`src/verilog/essd_consts.svh`:
```
// Constants for the expansion slot select decoder: addresses, fields, reset values.
// Assumes a 16-bit processor address and an 8-bit data bus.
`ifndef ESSD_CONSTS_SVH
`define ESSD_CONSTS_SVH
`define ESSD_SLOT_REG_ADDR 16'hC02D
`define ESSD_SLOT_REG_RST 8'h00
`define ESSD_SLOT_REG_WMASK 8'hF6
`define ESSD_IO_BASE 16'hC080
`define ESSD_IO_HI 8'hC0
`define ESSD_IO_NIB_LO 4'h9
`define ESSD_ROM_HI_NIB 4'hC
`define ESSD_EXP_LO 16'hC800
`define ESSD_EXP_HI 16'hCFFF
`define ESSD_SLOT_CNT 7
`define ESSD_AUX_SLOT 3
`define ESSD_IO_ALWAYS_MASK 7'h0C
`endif

```
`src/verilog/essd_pkg.sv`:
```
// Types for the expansion slot select decoder.
// Assumes essd_consts.svh is on the include path.
package essd_pkg;
  typedef logic [6:0] essd_slot_vec_t;
  typedef enum logic [1:0] {
    ESSD_IDLE = 2'b00,
    ESSD_ACCESS = 2'b01
  } essd_state_t;
endpackage

```
`src/verilog/essd_slot_reg.sv`:
```
// Slot-source register storage with a registered read port.
// Assumes the decoder qualifies the write enable by address.
`timescale 1ns/1ns
`include "essd_consts.svh"
module essd_slot_reg
  import essd_pkg::*;
(
  input wire logic i_clk,
  input wire logic i_sys_rst,
  input wire logic i_we,
  input wire logic [7:0] i_wdata,
  output logic [7:0] o_q,
  output logic [7:0] o_rdata
);
  logic [7:0] q_r;
  logic [7:0] q_nxt;
  logic [7:0] rd_r;
  logic [7:0] rd_nxt;

  always_comb begin
    q_nxt = q_r;
    // Bits 3 and 0 have no function, so they never store
    if (i_we) begin
      q_nxt = i_wdata & `ESSD_SLOT_REG_WMASK;
    end
    rd_nxt = q_nxt;
  end

  always_ff @(posedge i_clk) begin
    if (i_sys_rst) begin
      q_r <= `ESSD_SLOT_REG_RST;
      rd_r <= `ESSD_SLOT_REG_RST;
    end else begin
      q_r <= q_nxt;
      rd_r <= rd_nxt;
    end
  end

  assign o_q = q_r;
  assign o_rdata = rd_r;
endmodule // essd_slot_reg

```
`src/verilog/essd_decode.sv`:
```
// How it works
// - Slot 2 bit routes card ROM and I/O
// - Slot 1 bit routes card ROM and I/O
// - Slot 3 and 4 I/O always routed
// - Sixteen I/O locations per slot from C090
// - I/O window access drives its select low
// - Each slot gets ROM page Cn00
// - ROM page access drives its select low, except slot 3
// - C800-CFFF drives shared expansion strobe low
// - No strobe on slot 3 with aux card
// - Slot-source register lives at C02D
// - Bits 7..5 route slots 7..5; bit 4 routes slot 4 ROM only
// - Bit 3 unused, reads zero
//
// Top-level slot decoder: processor bus in, per-slot active-low selects out.
// Assumes one processor access per i_clk cycle, marked by i_bus_valid.
`timescale 1ns/1ns
`include "essd_consts.svh"
module essd_decode
  import essd_pkg::*;
(
  input wire logic i_clk,
  input wire logic i_sys_rst,
  input wire logic i_bus_valid,
  input wire logic i_bus_write,
  input wire logic [15:0] i_bus_addr,
  input wire logic [7:0] i_bus_wdata,
  input wire logic i_aux_80col,
  output logic [7:0] o_bus_rdata,
  output logic o_bus_rvalid,
  output logic [6:0] o_io_sel_n,
  output logic [6:0] o_rom_sel_n,
  output logic o_exp_strobe_n,
  output logic o_exp_strobe_slot3_n
);
  essd_state_t state_r;
  essd_state_t state_nxt;
  logic [6:0] io_sel_n_r;
  logic [6:0] io_sel_n_nxt;
  logic [6:0] rom_sel_n_r;
  logic [6:0] rom_sel_n_nxt;
  logic exp_n_r;
  logic exp_n_nxt;
  logic exp3_n_r;
  logic exp3_n_nxt;
  logic rvalid_r;
  logic rvalid_nxt;
  logic reg_hit;
  logic [7:0] slot_src;
  logic [7:0] reg_rdata;
  essd_slot_vec_t io_hit;
  essd_slot_vec_t rom_hit;
  essd_slot_vec_t card_io_en;
  essd_slot_vec_t card_rom_en;
  logic exp_hit;

  // One-hot slot for a nibble 1..7, zero otherwise
  function automatic essd_slot_vec_t slot_onehot(input logic [3:0] nib);
    essd_slot_vec_t v;
    v = '0;
    unique case (nib)
      4'h1: v = 7'h01;
      4'h2: v = 7'h02;
      4'h3: v = 7'h04;
      4'h4: v = 7'h08;
      4'h5: v = 7'h10;
      4'h6: v = 7'h20;
      4'h7: v = 7'h40;
      default: v = 7'h00;
    endcase
    return v;
  endfunction

  assign reg_hit = i_bus_valid && (i_bus_addr == `ESSD_SLOT_REG_ADDR);

  essd_slot_reg u_slot_reg (
    .i_clk(i_clk),
    .i_sys_rst(i_sys_rst),
    .i_we(reg_hit && i_bus_write),
    .i_wdata(i_bus_wdata),
    .o_q(slot_src),
    .o_rdata(reg_rdata)
  );

  always_comb begin
    // Bit n routes the ROM page of slot n to the connector
    card_rom_en[0] = slot_src[1];
    card_rom_en[1] = slot_src[2];
    // Slot 3 page always belongs to the built-in 80-column firmware
    card_rom_en[2] = 1'b0;
    card_rom_en[3] = slot_src[4];
    card_rom_en[4] = slot_src[5];
    card_rom_en[5] = slot_src[6];
    card_rom_en[6] = slot_src[7];
    // Slot 4 bit only moves ROM; its I/O and that of slot 3 are forced on below
    card_io_en[0] = slot_src[1];
    card_io_en[1] = slot_src[2];
    card_io_en[2] = 1'b0;
    card_io_en[3] = 1'b0;
    card_io_en[4] = slot_src[5];
    card_io_en[5] = slot_src[6];
    card_io_en[6] = slot_src[7];
    card_io_en = card_io_en | `ESSD_IO_ALWAYS_MASK;
    io_hit = '0;
    rom_hit = '0;
    exp_hit = 1'b0;
    if (i_bus_valid) begin
      if (i_bus_addr[15:8] == `ESSD_IO_HI && i_bus_addr[7:4] >= `ESSD_IO_NIB_LO) begin
        io_hit = slot_onehot(i_bus_addr[7:4] - 4'h8);
      end
      if (i_bus_addr[15:12] == `ESSD_ROM_HI_NIB) begin
        rom_hit = slot_onehot(i_bus_addr[11:8]);
      end
      exp_hit = (i_bus_addr >= `ESSD_EXP_LO) && (i_bus_addr <= `ESSD_EXP_HI);
    end
  end

  // Bus-cycle tracker: whether the last cycle carried a processor access
  always_comb begin
    state_nxt = ESSD_IDLE;
    unique case (state_r)
      ESSD_IDLE: begin
        if (i_bus_valid) begin
          state_nxt = ESSD_ACCESS;
        end
      end
      ESSD_ACCESS: begin
        if (i_bus_valid) begin
          state_nxt = ESSD_ACCESS;
        end
      end
      default: begin
        state_nxt = ESSD_IDLE;
      end
    endcase
  end

  always_ff @(posedge i_clk) begin
    if (i_sys_rst) begin
      state_r <= ESSD_IDLE;
    end else begin
      state_r <= state_nxt;
    end
  end

  // Selects are registered, so they show in the cycle after the address
  // and drop one cycle after the access ends
  always_comb begin
    io_sel_n_nxt = ~(io_hit & card_io_en);
    rom_sel_n_nxt = ~(rom_hit & card_rom_en);
  end

  always_ff @(posedge i_clk) begin
    if (i_sys_rst) begin
      io_sel_n_r <= 7'h7F;
      rom_sel_n_r <= 7'h7F;
    end else begin
      io_sel_n_r <= io_sel_n_nxt;
      rom_sel_n_r <= rom_sel_n_nxt;
    end
  end

  // Slot 3 gets its own strobe pin so an aux text card can mask it
  always_comb begin
    exp_n_nxt = ~exp_hit;
    exp3_n_nxt = ~(exp_hit && !i_aux_80col);
  end

  always_ff @(posedge i_clk) begin
    if (i_sys_rst) begin
      exp_n_r <= 1'b1;
      exp3_n_r <= 1'b1;
    end else begin
      exp_n_r <= exp_n_nxt;
      exp3_n_r <= exp3_n_nxt;
    end
  end

  // Read valid marks the cycle in which the register byte is offered
  always_comb begin
    rvalid_nxt = reg_hit && !i_bus_write;
  end

  always_ff @(posedge i_clk) begin
    if (i_sys_rst) begin
      rvalid_r <= 1'b0;
    end else begin
      rvalid_r <= rvalid_nxt;
    end
  end

  assign o_io_sel_n = io_sel_n_r;
  assign o_rom_sel_n = rom_sel_n_r;
  assign o_exp_strobe_n = exp_n_r;
  assign o_exp_strobe_slot3_n = exp3_n_r;
  assign o_bus_rvalid = rvalid_r;
  assign o_bus_rdata = reg_rdata;
endmodule // essd_decode

```
`config.mk`:
```
export PLATFORM = sky130hd
export DESIGN_NAME = essd_decode
export DESIGN_NICKNAME = d
export VERILOG_FILES = /design/src/verilog/essd_pkg.sv /design/src/verilog/essd_slot_reg.sv /design/src/verilog/essd_decode.sv
export VERILOG_INCLUDE_DIRS = /design/src /design/src/verilog
export SDC_FILE = /design/constraint.sdc
export NUM_CORES = 1
export LEC_CHECK = 0
export BUFFER_PORTS_ARGS = -buffer_cell sky130_fd_sc_hd__buf_4
export CORE_MARGIN = 2
export CORE_UTILIZATION = 40
export CTS_CLUSTER_SIZE = 30
export DETAILED_ROUTE_END_ITERATION = 8
export GPL_TIMING_DRIVEN = 0
export HOLD_SLACK_MARGIN = 0.1
export PLACE_DENSITY = 0.73
export SETUP_SLACK_MARGIN = 0.3
export SYNTH_ARGS = -nofsm -noshare
export SYNTH_HDL_FRONTEND = slang
export SYNTH_SLANG_ARGS = --single-unit
```
`constraint.sdc`:
```
create_clock -name i_clk -period 1.3 [get_ports i_clk]
set_clock_uncertainty 0.05 [all_clocks]
set_input_delay 0.195 -clock i_clk [delete_from_list [all_inputs] [get_ports i_clk]]
set_output_delay 0.195 -clock i_clk [all_outputs]
set_load 0.02 [all_outputs]
```
# [After elaboration in Yosys (flattened, before gate mapping)]
# Index checks and enable logic that the tools add are counted.
[classes] add_sub_neg=1 order_cmp=3 eq_ne=17 muxes=7 bitwise_logic=6 n_reduce_logical=8
[ops] cell="7-bit one-hot mux with 7 select lines" count=2
[ops] cell="4-bit by 3-bit equality test with 1-bit output (second input constant)" count=8
[ops] cell="7-bit 2-to-1 mux" count=4
[ops] cell="16-bit equality test (second input constant)" count=1
[ops] cell="4-bit by 2-bit equality test with 1-bit output (second input constant)" count=4
[ops] cell="16-bit greater-or-equal comparator (second input constant)" count=1
[ops] cell="16-bit less-or-equal comparator (second input constant)" count=1
[ops] cell="7-bit bitwise AND" count=2
[ops] cell="7-bit NOT" count=2
[ops] cell="4-bit by 1-bit equality test with 1-bit output (second input constant)" count=2
[ops] cell="8-bit equality test (second input constant)" count=1
[ops] cell="1-bit logical AND" count=6
[ops] cell="4-bit equality test (second input constant)" count=1
[ops] cell="4-bit greater-or-equal comparator (second input constant)" count=1
[ops] cell="4-bit subtractor (second input constant)" count=1
[ops] cell="1-bit zero test" count=2
[ops] cell="1-bit NOT" count=2
[ops] cell="1-bit 2-to-1 mux" count=1
[word_totals] regBits=23 in_bits=29 elab_cells=48

# [Logic depth before layout (Yosys ltp)]
[depth] word_depth=7 mapped_depth=5

# [By module]
# Synthesis repeated with hierarchy kept, for this count alone.
[unflattened] cells_unflattened=85 hier_area_um2=918.4
[by_module_without_submodules] mod="essd_decode" n_inst=1 cells_each=55 area_each_um2=625.6 seq_area_each_um2=320.3
[by_module_without_submodules] mod="essd_slot_reg" n_inst=1 cells_each=30 area_each_um2=292.8 seq_area_each_um2=120.1

# [Worst setup path after synthesis]
# No wires, ideal clock.
[synth_path] path_type="input -> register" start="input i_bus_addr[12]" end="register io_sel_n_r[5], in the netlist o_io_sel_n[5]" setup_time_ps=139 arrival_time_ps=1011 required_time_ps=1111 setup_slack_ps=101 stages=4 cell_sequence="and4bb_1 -> nand3_1 -> nor3_1 -> nand4_1"
[synth_via] elab_chain_len=6
[synth_rtl] item="start, declared" line="essd_decode.sv:26" text="input wire logic [15:0] i_bus_addr,"
[synth_rtl] item="8-bit equality test (no line)"
[synth_rtl] item="1-bit logical AND (no line)"
[synth_rtl] item="7-bit 2-to-1 mux" line="essd_decode.sv:108" text="if (i_bus_addr[15:8] == `ESSD_IO_HI && i_bus_addr[7:4] >= `ESSD_IO_NIB_LO) begin"
[synth_rtl] item="7-bit 2-to-1 mux" line="essd_decode.sv:107" text="if (i_bus_valid) begin"
[synth_rtl] item="7-bit bitwise AND" line="essd_decode.sv:149" text="io_sel_n_nxt = ~(io_hit & card_io_en);"
[synth_rtl] item="7-bit NOT" line="essd_decode.sv:149"
[synth_rtl] item="end signal, assigned" line="essd_decode.sv:158" text="io_sel_n_r <= io_sel_n_nxt;"
[synth_rtl] item="end, declared" line="essd_decode.sv:38" text="logic [6:0] io_sel_n_r;"
# Every way passes these cells.
# A chain may end at the register's enable or synchronous reset.

# [Worst setup path after layout]
[layout_path] start="input i_bus_addr[8]" end="register u_slot_reg.q_r[6], in the netlist u_slot_reg.o_q[6]"
[layout_via] elab_chain_len=3
[layout_rtl] item="16-bit equality test (no line)"
[layout_rtl] item="1-bit logical AND" line="essd_decode.sv:74" text="assign reg_hit = i_bus_valid && (i_bus_addr == `ESSD_SLOT_REG_ADDR);"
[layout_rtl] item="1-bit logical AND" line="essd_decode.sv:79" text=".i_we(reg_hit && i_bus_write),"
[layout_rtl] item="end signal, assigned" line="essd_slot_reg.sv:31" text="q_r <= `ESSD_SLOT_REG_RST;"
[layout_rtl] item="end signal, assigned" line="essd_slot_reg.sv:34" text="q_r <= q_nxt;"
[layout_rtl] item="end, declared" line="essd_slot_reg.sv:15" text="logic [7:0] q_r;"
# Every way passes these cells.

==> run summary <==
largest family of logic cells by synthesized area -> simple AND/OR/NAND/NOR gates
CTS Sinks -> 22
total number of yosys warnings -> 0
CP max stage delay -> 0.30 ns
GPL Wtd Cong -> 0.838
final hold violations -> 0
largest delay contributor family on the critical path -> simple AND/OR/NAND/NOR gates
Skew-Pair Late Insertion Delay -> 0.31 ns
Routed Antenna Nets -> 0
Simple-Gate Fraction of Synth Area -> 32.8%
cell count after synthesis -> 90
met3 WL -> 182 um
Initial Util -> 42.5%
crit-path cells -> buf_8, nor4b_4, and4_1, buf_6, nand4_1, a21oi_2
Crit Path Class -> in2reg
fill cell total of the finished layout -> 117
met1 WL -> 1.16 mm
final worst slack -> 0.246 ns
Synth Area in Compound Gates -> 7.13%
# Max-Cap Violations -> 0
dpl cell area -> 1260 sq um
starting DRC count in detailed routing -> 14
WL/cell -> 16.4 um
routed vias -> 997
leak pwr -> 0.000683 uW
H-tree depth -> 1
area delta synth->final -> 92.9%
pre-CTS setup slack -> -0.148 ns
DR vias/cell -> 5.39
Num CTS Buffers -> 3
status -> finished clean
endpoints failing setup -> 0
area of the mapped netlist -> 842 sq um
Post-Synth XOR/XNOR Area -> 0%
Slew Limit Fails -> 0
CP Buf/Inv Count -> 2
Critical-path top delay cell -> nor4b_4
Hold Crit Class -> in2reg
grt ovf -> 0
crit-path max FO -> 6
CTS tree -> yes
Die X -> 49.9 um
commonest non-fill, non-tap cells in the layout -> buf_4 (34), buf_6 (26), dfxtp_2 (22)
largest net degree at the start of global routing -> 12
WP data arrival -> 1.25 ns
#FFs+latches synth -> 22
clk buf depth -> 2
# IOs -> 54
Worst Setup Start Kind -> primary input
post-layout min period -> 1.05 ns
average size of a mapped cell -> 9.36 sq um
DPL Wire Length -> 1.66 mm
Worst setup EP type -> flip-flop
post-synthesis adder-cell area fraction -> 0%
Total Wirelength -> 3.03 mm
Levels on crit path -> 6
Placeable Area -> 1980 sq um
root buf cell -> clkbuf_4
peak supply drop -> 0.580 mV
post-synthesis mux area share -> 0%
first-pass GRT wire length -> 4.54 mm
Register-to-Register Path Depth -> 3
die area -> 2490 sq um
Port-buffer cells -> 46
Distinct cells, synth -> 25
Top Metal Used -> met4
n_diodes -> 0
Worst EP required -> 1.49 ns
All-Layer GR Usage -> 24.3%
WL met2 -> 1.63 mm
clock-pin slew on the worst setup and hold paths -> 0.12 ns
fmax -> 0.949 GHz
PD cells -> 714 nW/um^2
initial antenna violation count -> 0
register area share after synthesis -> 52.3%
residual DRC count -> 0
worst hold stages -> 2
final worst-path cycle share -> 81.1%
Die H -> 49.9 um
unrepaired setup endpoints after global routing -> true
number of global-route vias before repair -> 965
final instance area -> 1620 sq um
row cnt -> 16
Nets -> 189
share of cells above drive strength 1 -> 63.9%
Pre-Repair DR Iteration Count -> 4
most common cell after layout, fill and taps aside -> buf_4
[sequential cells by signal, indices dropped and copies added (netlist names)]
register / count
o_bus_rvalid: 1
u_slot_reg.o_q: 6
o_io_sel_n: 7
o_exp_strobe_n: 1
o_exp_strobe_slot3_n: 1
o_rom_sel_n: 6
[cells in the mapped netlist]
library cell / n / share of area [%]
a21oi_1: 6 / 3.6
and2_1: 1 / 0.74
and2b_1: 1 / 0.89
and3_1: 1 / 0.74
and4_1: 1 / 1.0
and4b_1: 1 / 1.2
and4bb_1: 1 / 1.5
buf_2: 1 / 0.59
buf_4: 5 / 4.5
clkbuf_1: 1 / 0.45
conb_1: 2 / 0.89
dfxtp_1: 22 / 52
inv_1: 3 / 1.3
nand2_1: 4 / 1.8
nand3_1: 8 / 4.8
nand4_1: 13 / 9.7
nor2_1: 4 / 1.8
nor2b_1: 3 / 2.2
nor3_1: 1 / 0.59
nor3_2: 1 / 1.2
nor3b_2: 1 / 1.5
nor4_1: 1 / 0.74
nor4b_2: 1 / 1.8
o21ai_0: 6 / 3.6
or2_2: 1 / 0.74
[stage by stage]
stage | utilization (%) | power [uW] | std cells | setup TNS, ns | hold slack (ns)
after floorplan | - | 737 | 91 | 0 | 0.223
after global placement | 63.4 | 810 | 164 | -1.03 | 0.346
after detailed placement | 63.4 | 812 | 164 | -1.21 | 0.351
after CTS | 79.5 | 1140 | 183 | 0 | 0.0320
after global routing | 81.9 | 1200 | 185 | 0 | 0.0401
final | 81.9 | 1160 | 185 | 0 | 0.0429
[worst paths after layout]
path | start | to | slack [ns]
min | i_bus_addr[11] | o_exp_strobe_n$_SDFF_PP1_ | 0.04
max reg2reg | u_slot_reg.o_q[6]$_SDFFE_PP0P_ | u_slot_reg.o_q[6]$_SDFFE_PP0P_ | 0.46
max | i_bus_addr[8] | u_slot_reg.o_q[6]$_SDFFE_PP0P_ | 0.25
min reg2reg | u_slot_reg.o_q[1]$_SDFFE_PP0P_ | o_rom_sel_n[0]$_SDFF_PP1_ | 0.51
[worst register-to-register path, cell delays in order (launching register included)]
cell	delay, ns
dfxtp_2	0.36
buf_4	0.14
o21ai_1	0.10
a21oi_2	0.08
[area by class of cell]
type	count	area (sq um)	area share, %
Sequential cell	22	468	28.8
Timing Repair Buffer	64	607	37.4
Buffer	7	52.6	3.24
Inverter	3	11.3	0.693
Tap cell	27	33.8	2.08
Clock buffer	3	22.5	1.39
Multi-Input combinational cell	59	429	26.4
[kinds of logic after synthesis]
family                 Yosys count
and+or+nand+nor                 44
DFF                             22
AOI/OAI and AO/OA               12
buffers and inverters           10
other                            2
[what timing repair did]
action | 4_1_cts | 5_1_grt
resized for setup | 55 | 9
pin swaps | 13 | 17
setup buffers | 8 | 1
hold buffers | 8 | 1
setup endpoints to repair | 36 | 39
endpoints found under the hold margin | 17 | 10
[per-layer routing]
layer | vias to the layer above | global-route usage [%]
met1 | 471 | 28.2
met5 | - | 0
met4 | 0 | 6.94
met2 | 62 | 44.9
li1 | 456 | -
met3 | 8 | 4.55
[power by group]
part | switching (uW) | internal (uW)
registers | 0.144 | 673
clock network | 209 | 108
logic | 72.3 | 97.0
Note: power is estimated with default switching activity, not from simulation.
